<file path="config.mk">
export PLATFORM = sky130hd
export DESIGN_NAME = lbsp_host
export DESIGN_NICKNAME = d
export VERILOG_FILES = /design/src/lbsp_cnt.v /design/src/lbsp_host.v
export VERILOG_INCLUDE_DIRS = /design/src
export SDC_FILE = /design/constraint.sdc
export NUM_CORES = 1
export LEC_CHECK = 0
export BUFFER_PORTS_ARGS = -buffer_cell sky130_fd_sc_hd__buf_2
export CAP_MARGIN = 20
export CORE_MARGIN = 2
export CORE_UTILIZATION = 48
export CTS_CLUSTER_SIZE = 24
export DETAILED_ROUTE_END_ITERATION = 8
export GPL_TIMING_DRIVEN = 0
export PLACE_DENSITY_LB_ADDON = 0.25
export SLEW_MARGIN = 0
export SYNTH_ARGS = -nofsm -noshare
export SYNTH_HDL_FRONTEND = slang
export SYNTH_HIERARCHICAL = 1
export SYNTH_SLANG_ARGS = --single-unit
</file>
<file path="constraint.sdc">
create_clock -name ref_clk_in -period 2.8 [get_ports ref_clk_in]
set_clock_uncertainty 0.15 [all_clocks]
set_input_delay 0.56 -clock ref_clk_in [delete_from_list [all_inputs] [get_ports ref_clk_in]]
set_output_delay 0.56 -clock ref_clk_in [all_outputs]
set_load 0.01 [all_outputs]
</file>
<file path="src/lbsp_defines.vh">
// timing counts and widths for the latched byte sram host port
`ifndef LBSP_DEFINES_VH
`define LBSP_DEFINES_VH
`define LBSP_ADDR_W 12
`define LBSP_DATA_W 16
`define LBSP_CLK_PS 25000
// fastest grade figures in ns
`define LBSP_T_RC_NS 25
`define LBSP_T_AA_NS 24
`define LBSP_T_WP_NS 17
`define LBSP_T_WHZ_NS 13
`define LBSP_T_DW_NS 11
`define LBSP_T_AW_NS 25
`define LBSP_T_OHZ_NS 4
`define LBSP_T_CH_NS 10
// least times round up to whole cycles (at least one)
`define LBSP_CYC_UP(ns) ((((ns) * 1000) + `LBSP_CLK_PS - 1) / `LBSP_CLK_PS)
`define LBSP_RD_CYC (`LBSP_CYC_UP(`LBSP_T_AA_NS) + 1)
`define LBSP_WP_CYC `LBSP_CYC_UP(`LBSP_T_WP_NS)
`define LBSP_WHZ_CYC `LBSP_CYC_UP(`LBSP_T_WHZ_NS)
`define LBSP_DW_CYC `LBSP_CYC_UP(`LBSP_T_DW_NS)
`define LBSP_AW_CYC `LBSP_CYC_UP(`LBSP_T_AW_NS)
`define LBSP_OHZ_CYC `LBSP_CYC_UP(`LBSP_T_OHZ_NS)
`define LBSP_CH_CYC `LBSP_CYC_UP(`LBSP_T_CH_NS)
`endif

</file>
<file path="src/lbsp_cnt.v">
// small down counter used to time each phase of an access
`timescale 1ns/1ps
module lbsp_cnt #(
    parameter W = 4
)(
    input wire ref_clk_in,
    input wire sys_rst_in,
    input wire load_in,
    input wire [W-1:0] value_in,
    output wire done_out
);
    reg [W-1:0] cnt_ff;
    reg [W-1:0] nxt_cnt;

    // load wins over counting so a phase can restart at once
    always @*
    begin
        nxt_cnt = cnt_ff;
        if (load_in)
            nxt_cnt = value_in;
        else if (cnt_ff != {W{1'b0}})
            nxt_cnt = cnt_ff - {{(W-1){1'b0}}, 1'b1};
    end

    always @(posedge ref_clk_in)
    begin
        if (sys_rst_in)
            cnt_ff <= {W{1'b0}};
        else
            cnt_ff <= nxt_cnt;
    end

    // done looks at the count only; gating it with load would loop back through the caller's load decode
    assign done_out = (cnt_ff == {W{1'b0}});
endmodule

</file>
<file path="src/lbsp_host.v">
// host controller that drives a latched-address byte-select static memory
// Notes on behaviour
// - the write strobe stays high through every read access.
// - the address changes only while the write strobe and both byte selects are high.
// - with output enable low in a write, the strobe is stretched past turn-off plus data set-up.
// - data pins are not driven until the memory outputs have had time to turn off.
// - the write address is valid with zero set-up and held at least the address-to-end time.
`timescale 1ns/1ps
`include "lbsp_defines.vh"
module lbsp_host #(
    parameter AW = `LBSP_ADDR_W,
    parameter DW = `LBSP_DATA_W,
    parameter KEEP_OE_IN_WRITE = 0
)(
    input wire ref_clk_in,
    input wire sys_rst_in,
    // user request side
    input wire req_valid_in,
    input wire req_write_in,
    input wire [AW-1:0] req_addr_in,
    input wire [DW-1:0] req_wdata_in,
    input wire [1:0] req_byte_en_in,
    input wire req_sleep_in,
    output reg req_ready_out,
    output reg rsp_valid_out,
    output reg [DW-1:0] rsp_rdata_out,
    // memory pins
    output reg [AW-1:0] word_address_out,
    output reg addr_latch_strobe_out,
    output reg chip_enable_n_out,
    output reg upper_byte_select_n_out,
    output reg lower_byte_select_n_out,
    output reg write_strobe_n_out,
    output reg output_enable_n_out,
    input wire [DW-1:0] word_data_io_in,
    output reg [DW-1:0] word_data_io_out,
    output reg word_data_io_oe_out
);
    localparam CW = 4;
    localparam [2:0] ST_IDLE = 3'h0;
    localparam [2:0] ST_ADDR = 3'h1;
    localparam [2:0] ST_READ = 3'h2;
    localparam [2:0] ST_WOFF = 3'h3;
    localparam [2:0] ST_WDAT = 3'h4;
    localparam [2:0] ST_DONE = 3'h5;

    // counts in cycles, from the ns figures; cut to the counter width on purpose
    localparam integer RD_CYC_I = `LBSP_RD_CYC;
    localparam integer WHZ_CYC_I = `LBSP_WHZ_CYC;
    localparam integer OHZ_CYC_I = `LBSP_OHZ_CYC;
    localparam integer WP_CYC_I = `LBSP_WP_CYC;
    localparam integer DW_CYC_I = `LBSP_DW_CYC;
    localparam integer AW_CYC_I = `LBSP_AW_CYC;
    localparam integer CH_CYC_I = `LBSP_CH_CYC;
    localparam [CW-1:0] RD_CYC = RD_CYC_I[CW-1:0];
    localparam [CW-1:0] WHZ_CYC = WHZ_CYC_I[CW-1:0];
    localparam [CW-1:0] OHZ_CYC = OHZ_CYC_I[CW-1:0];
    localparam [CW-1:0] WP_CYC = WP_CYC_I[CW-1:0];
    localparam [CW-1:0] DW_CYC = DW_CYC_I[CW-1:0];
    localparam [CW-1:0] AW_CYC = AW_CYC_I[CW-1:0];
    localparam [CW-1:0] CH_CYC = CH_CYC_I[CW-1:0];

    reg [2:0] state_ff;
    reg [2:0] nxt_state;
    reg wr_ff;
    reg [1:0] ben_ff;
    reg [CW-1:0] load_val;
    reg load_cnt;
    reg [CW-1:0] wdat_len;
    wire cnt_done;

    lbsp_cnt #(.W(CW)) u_cnt (
        .ref_clk_in(ref_clk_in),
        .sys_rst_in(sys_rst_in),
        .load_in(load_cnt),
        .value_in(load_val),
        .done_out(cnt_done)
    );

    // data phase of a write must cover both the pulse width and the address-to-end time
    always @*
    begin
        wdat_len = DW_CYC;
        if (WP_CYC > wdat_len)
            wdat_len = WP_CYC;
        if (AW_CYC > wdat_len)
            wdat_len = AW_CYC;
    end

    // phase sequencing
    always @*
    begin
        nxt_state = state_ff;
        load_cnt = 1'b0;
        load_val = {CW{1'b0}};
        case (state_ff)
            ST_IDLE:
            begin
                if (req_valid_in && !req_sleep_in && req_byte_en_in != 2'h0)
                begin
                    nxt_state = ST_ADDR;
                    load_cnt = 1'b1;
                    load_val = CH_CYC;
                end
            end
            ST_ADDR:
            begin
                // latch is open and address settled; access starts now
                if (cnt_done)
                begin
                    load_cnt = 1'b1;
                    if (wr_ff)
                    begin
                        nxt_state = ST_WOFF;
                        // outputs need turning off before we drive data
                        load_val = KEEP_OE_IN_WRITE ? WHZ_CYC : OHZ_CYC;
                    end
                    else
                    begin
                        nxt_state = ST_READ;
                        load_val = RD_CYC;
                    end
                end
            end
            ST_READ:
            begin
                if (cnt_done)
                    nxt_state = ST_DONE;
            end
            ST_WOFF:
            begin
                if (cnt_done)
                begin
                    nxt_state = ST_WDAT;
                    load_cnt = 1'b1;
                    load_val = wdat_len;
                end
            end
            ST_WDAT:
            begin
                if (cnt_done)
                    nxt_state = ST_DONE;
            end
            ST_DONE:
                nxt_state = ST_IDLE;
            default:
                nxt_state = ST_IDLE;
        endcase
    end

    // pin and handshake registers
    always @(posedge ref_clk_in)
    begin
        if (sys_rst_in)
        begin
            state_ff <= ST_IDLE;
            wr_ff <= 1'b0;
            ben_ff <= 2'h0;
            req_ready_out <= 1'b0;
            rsp_valid_out <= 1'b0;
            rsp_rdata_out <= {DW{1'b0}};
            word_address_out <= {AW{1'b0}};
            addr_latch_strobe_out <= 1'b0;
            chip_enable_n_out <= 1'b1;
            upper_byte_select_n_out <= 1'b1;
            lower_byte_select_n_out <= 1'b1;
            write_strobe_n_out <= 1'b1;
            output_enable_n_out <= 1'b1;
            word_data_io_out <= {DW{1'b0}};
            word_data_io_oe_out <= 1'b0;
        end
        else
        begin
            state_ff <= nxt_state;
            rsp_valid_out <= 1'b0;
            req_ready_out <= (nxt_state == ST_IDLE);
            // chip enable high puts the memory in power-down while idle
            chip_enable_n_out <= (nxt_state == ST_IDLE) || (nxt_state == ST_DONE);
            case (state_ff)
                ST_IDLE:
                begin
                    if (nxt_state == ST_ADDR)
                    begin
                        wr_ff <= req_write_in;
                        ben_ff <= req_byte_en_in;
                        // address moves only with strobe and both byte selects high
                        word_address_out <= req_addr_in;
                        word_data_io_out <= req_wdata_in;
                        addr_latch_strobe_out <= 1'b1;
                    end
                end
                ST_ADDR:
                begin
                    if (cnt_done)
                    begin
                        upper_byte_select_n_out <= !ben_ff[1];
                        lower_byte_select_n_out <= !ben_ff[0];
                        // reads keep the strobe high; writes drop it with oe per option
                        write_strobe_n_out <= !wr_ff;
                        output_enable_n_out <= wr_ff ? !KEEP_OE_IN_WRITE : 1'b0;
                    end
                end
                ST_READ:
                begin
                    if (cnt_done)
                    begin
                        // unselected bytes float, so they read as zero here
                        rsp_rdata_out <= word_data_io_in & {{8{ben_ff[1]}}, {8{ben_ff[0]}}};
                        rsp_valid_out <= 1'b1;
                    end
                end
                ST_WOFF:
                begin
                    if (cnt_done)
                        word_data_io_oe_out <= 1'b1;
                end
                ST_WDAT:
                begin
                    if (cnt_done)
                    begin
                        // end the write first; data is held one more cycle (zero hold)
                        write_strobe_n_out <= 1'b1;
                        rsp_valid_out <= 1'b1;
                    end
                end
                ST_DONE:
                begin
                    write_strobe_n_out <= 1'b1;
                    output_enable_n_out <= 1'b1;
                    upper_byte_select_n_out <= 1'b1;
                    lower_byte_select_n_out <= 1'b1;
                    word_data_io_oe_out <= 1'b0;
                    // close the latch; the memory keeps the address held
                    addr_latch_strobe_out <= 1'b0;
                end
                default:
                    wr_ff <= 1'b0;
            endcase
        end
    end
endmodule

</file>
==> qor.yml <==
detail-route-antenna-nets: 0
drc: 0
internal_power_mw: 1.62
die_w_um: 78.0
crit_path_cell_trace: "inv_1 -> ha_1 -> nor3b_4 -> buf_4 -> nand2b_1 -> or3_1 -> buf_2 -> buf_2 -> nand2_1 -> a21oi_1"
grtUsageTotal_pct: 22.4
path_common_cell: "buf_2"
grt_setup_unrepaired: "no"
worstPathBufferInverterCount: 4
grt_pass1_wl_um: 10800
postSynthCellCount: 320
r2r_cells: 10
antennaDiodeCount: 0
hold_viol_final: 0
post_cts_buffers: 0
num_vias: 2580
worstSetupPathType: "register to register"
ys_types: 45
use_met2_pct: 35.2
area_growth_pct: 29.4
setup_viol: 0
whs_endpoint: "rsp_rdata_out[9]"
power_frac_clock_pct: 27.5
htree_levels: 3
cts_max_path_buffers: 2
start_util_pct: 50.5
critPathRequiredTime_ps: 2850
hold_depth: 2
final_util_pct: 65.3
fin_area_sq_um: 3400
holdCritPathClass: "register to register"
switching_share_pct: 33.4
seq_power_share_pct: 42.7
async_reset_ff_share_pct: 0
clk_pin_slew_worst_paths_ps: 80
critical_path.top_delay_family: "simple AND/OR/NAND/NOR gates"
min-delay-start: "rsp_rdata_out[9]"
holdWs_ps: 300
place_area_sq_um: 3240
synthesis.area_sq_um: 2630
grt_pass1_vias: 2332
drv_slew: 0
yosys_most_used_dff: "dfxtp_1"
period_needed_ps: 2410
synth.avg_cell_area_sq_um: 8.21
switchingPower_uw: 815
die_h_um: 78.0
grt_max_degree: 12
wl_per_cell_um: 13.0
totalWireLength_um: 6640
gp_congestion: 0.900
ir_drop_mv: 0.456
final_nets: 489
status: "completed"
reg2reg_to: "rsp_rdata_out[2]"
setup.worst_path.start_class: "register"
regToRegSetupSlack_ps: 390
cap_viol_max_count: 0
grt_busiest_layer: "met2"
ys_seq_area_share_pct: 48.0
critPathMaxStageDelay_ps: 330
synth_edf_count: 0
setup-tns-final_ps: 0
slowest_stage: "dfxtp_1"
cts_root_buf: "clkbuf_8"
overflow: 0
cp-end-kind: "register"
numCtsBuffers: 9
viasPerCell: 5.06
yosysWarnings: 6
cts_resized: 0
place_inst: 494
power_density_nw_per_um2: 717
synth-seq-cells: 63
ioPinCount: 104
dieArea_sq_um: 6080
drive_gt1_share_pct: 32.0
finalCritPeriodShare_pct: 86.0
fmax_ghz: 0.415
p_comb_share_pct: 29.7
power_mw: 2.44
drtIter0Drc: 90
layout_setup_ws_ps: 392
clock_latency_ps: 330
crit_path_max_fanout: 10
cts_tree: "done"
port_buffers: 103
pre_cts_slack_ps: 421
leakage_nw: 1.46
antenna_found_initial: 0
use_met1_pct: 28.1
drt-pass1-iter-count: 5
hpwl_um: 4890
arrival_ps: 2460
final_cells: 510
cts-hold-fix-buffers: 0
cts_sinks: 63
r2r_start: "u_cnt/cnt_ff[0]"
met3_usage_pct: 6.28
coreArea_sq_um: 5200
rows: 26
[kinds of logic (layout without fill, tap and decap cells)]
family | after synthesis | after routing | synth area share [%]
XOR/XNOR | 4 | 4 | 1.33
multiplexers | 1 | 1 | 0.428
AND/OR/NAND/NOR | 142 | 142 | 26.1
adder cells (fa/ha/maj) | 3 | 3 | 1.43
buffers and inverters | 29 | 148 | 5.85
AO/OA/AOI/OAI | 77 | 77 | 16.7
flip-flops | 63 | 63 | 48.0
other | 1 | 2 | 0.143
[cell usage in the layout, fill, tap and decap left out, types with 2 or more instances in the layout]
cell type / Yosys / routed
clkinvlp_4: 0 / 3
buf_2: 6 / 109
nor2_1: 11 / 11
inv_1: 4 / 4
nor3b_4: 2 / 2
nand3_1: 18 / 18
nand2b_1: 4 / 4
o21ai_0: 6 / 6
a21oi_2: 2 / 2
nand2_1: 84 / 84
o2bb2ai_1: 2 / 2
dfxtp_1: 63 / 63
nor2b_1: 5 / 5
nor4_1: 2 / 2
a21o_1: 2 / 2
clkbuf_1: 12 / 13
a21oi_1: 51 / 51
buf_4: 2 / 2
a31oi_1: 2 / 2
clkinv_2: 0 / 3
xnor2_1: 4 / 4
nor3_1: 5 / 5
clkbuf_8: 0 / 9
ha_1: 3 / 3
conb_1: 1 / 2
o22ai_1: 2 / 2
buf_6: 4 / 4
o21bai_1: 3 / 3
[worst register-to-register path, delay by kind of cell, from the launching register on]
kind	cells	cell delay, ps
adder cells (fa/ha/maj)	1	210
flip-flops	1	330
AND/OR/NAND/NOR	4	860
AO/OA/AOI/OAI	1	60
buffers and inverters	4	660
[flip-flops by register name, indices dropped and copies added (netlist names)]
register,cells
word_data_io_out,16
chip_enable_n_out,1
rsp_rdata_out,16
rsp_valid_out,1
word_data_io_oe_out,1
state_ff,3
upper_byte_select_n_out,1
write_strobe_n_out,1
addr_latch_strobe_out,1
word_address_out,12
req_ready_out,1
ben_ff,2
output_enable_n_out,1
lower_byte_select_n_out,1
wr_ff,1
u_cnt/cnt_ff,4
[worst max-delay path by stage]
stage	slack (ps)	end	cells after the start	start
floorplan	690	rsp_rdata_out[0]	10	u_cnt/cnt_ff[0]
global placement	470	rsp_rdata_out[2]	10	u_cnt/cnt_ff[0]
detailed placement	420	rsp_rdata_out[2]	10	u_cnt/cnt_ff[0]
CTS	400	rsp_rdata_out[2]	10	u_cnt/cnt_ff[0]
global route	210	rsp_rdata_out[2]	10	u_cnt/cnt_ff[0]
finish	390	rsp_rdata_out[2]	10	u_cnt/cnt_ff[0]
[power groups by stage]
stage	logic, mW	clock network [mW]	registers [mW]
2_1_floorplan	0.503	0	1.08
3_3_place_gp	0.700	0	1.06
3_5_place_dp	0.721	0	1.06
4_1_cts	0.724	0.686	1.04
5_1_grt	0.799	0.728	1.05
6_report	0.726	0.671	1.04
[metal layers]
| layer | wire length, um | up-vias |
|---|---|---|
| met5 | 0 | - |
| met4 | 159 | 0 |
| met3 | 522 | 14 |
| met2 | 3000 | 94 |
| met1 | 2960 | 1162 |
| li1 | - | 1310 |
[Yosys cell counts, types with 2 or more instances]
| cell type | instances | area, sq um |
|---|---|---|
| a21o_1 | 2 | 15.0 |
| a21oi_1 | 51 | 255 |
| a21oi_2 | 2 | 17.5 |
| a31oi_1 | 2 | 12.5 |
| buf_2 | 6 | 30.0 |
| buf_4 | 2 | 15.0 |
| buf_6 | 4 | 45.0 |
| clkbuf_1 | 12 | 45.0 |
| dfxtp_1 | 63 | 1260 |
| ha_1 | 3 | 37.5 |
| inv_1 | 4 | 15.0 |
| nand2_1 | 84 | 315 |
| nand2b_1 | 4 | 25.0 |
| nand3_1 | 18 | 90.1 |
| nor2_1 | 11 | 41.3 |
| nor2b_1 | 5 | 31.3 |
| nor3_1 | 5 | 25.0 |
| nor3b_4 | 2 | 37.5 |
| nor4_1 | 2 | 12.5 |
| o21ai_0 | 6 | 30.0 |
| o21bai_1 | 3 | 22.5 |
| o22ai_1 | 2 | 12.5 |
| o2bb2ai_1 | 2 | 17.5 |
| xnor2_1 | 4 | 35.0 |
[area by class of cell]
type | instances | area, sq um
plain buffers | 24 | 135
inverters | 5 | 18.8
flip-flops and latches | 63 | 1260
fillers | 493 | 1800
well taps | 70 | 87.6
clock buffers | 10 | 128
clock inverters | 6 | 37.5
multi-input cells | 229 | 1220
repair buffers | 103 | 515
(Power assumes the default switching activity.)
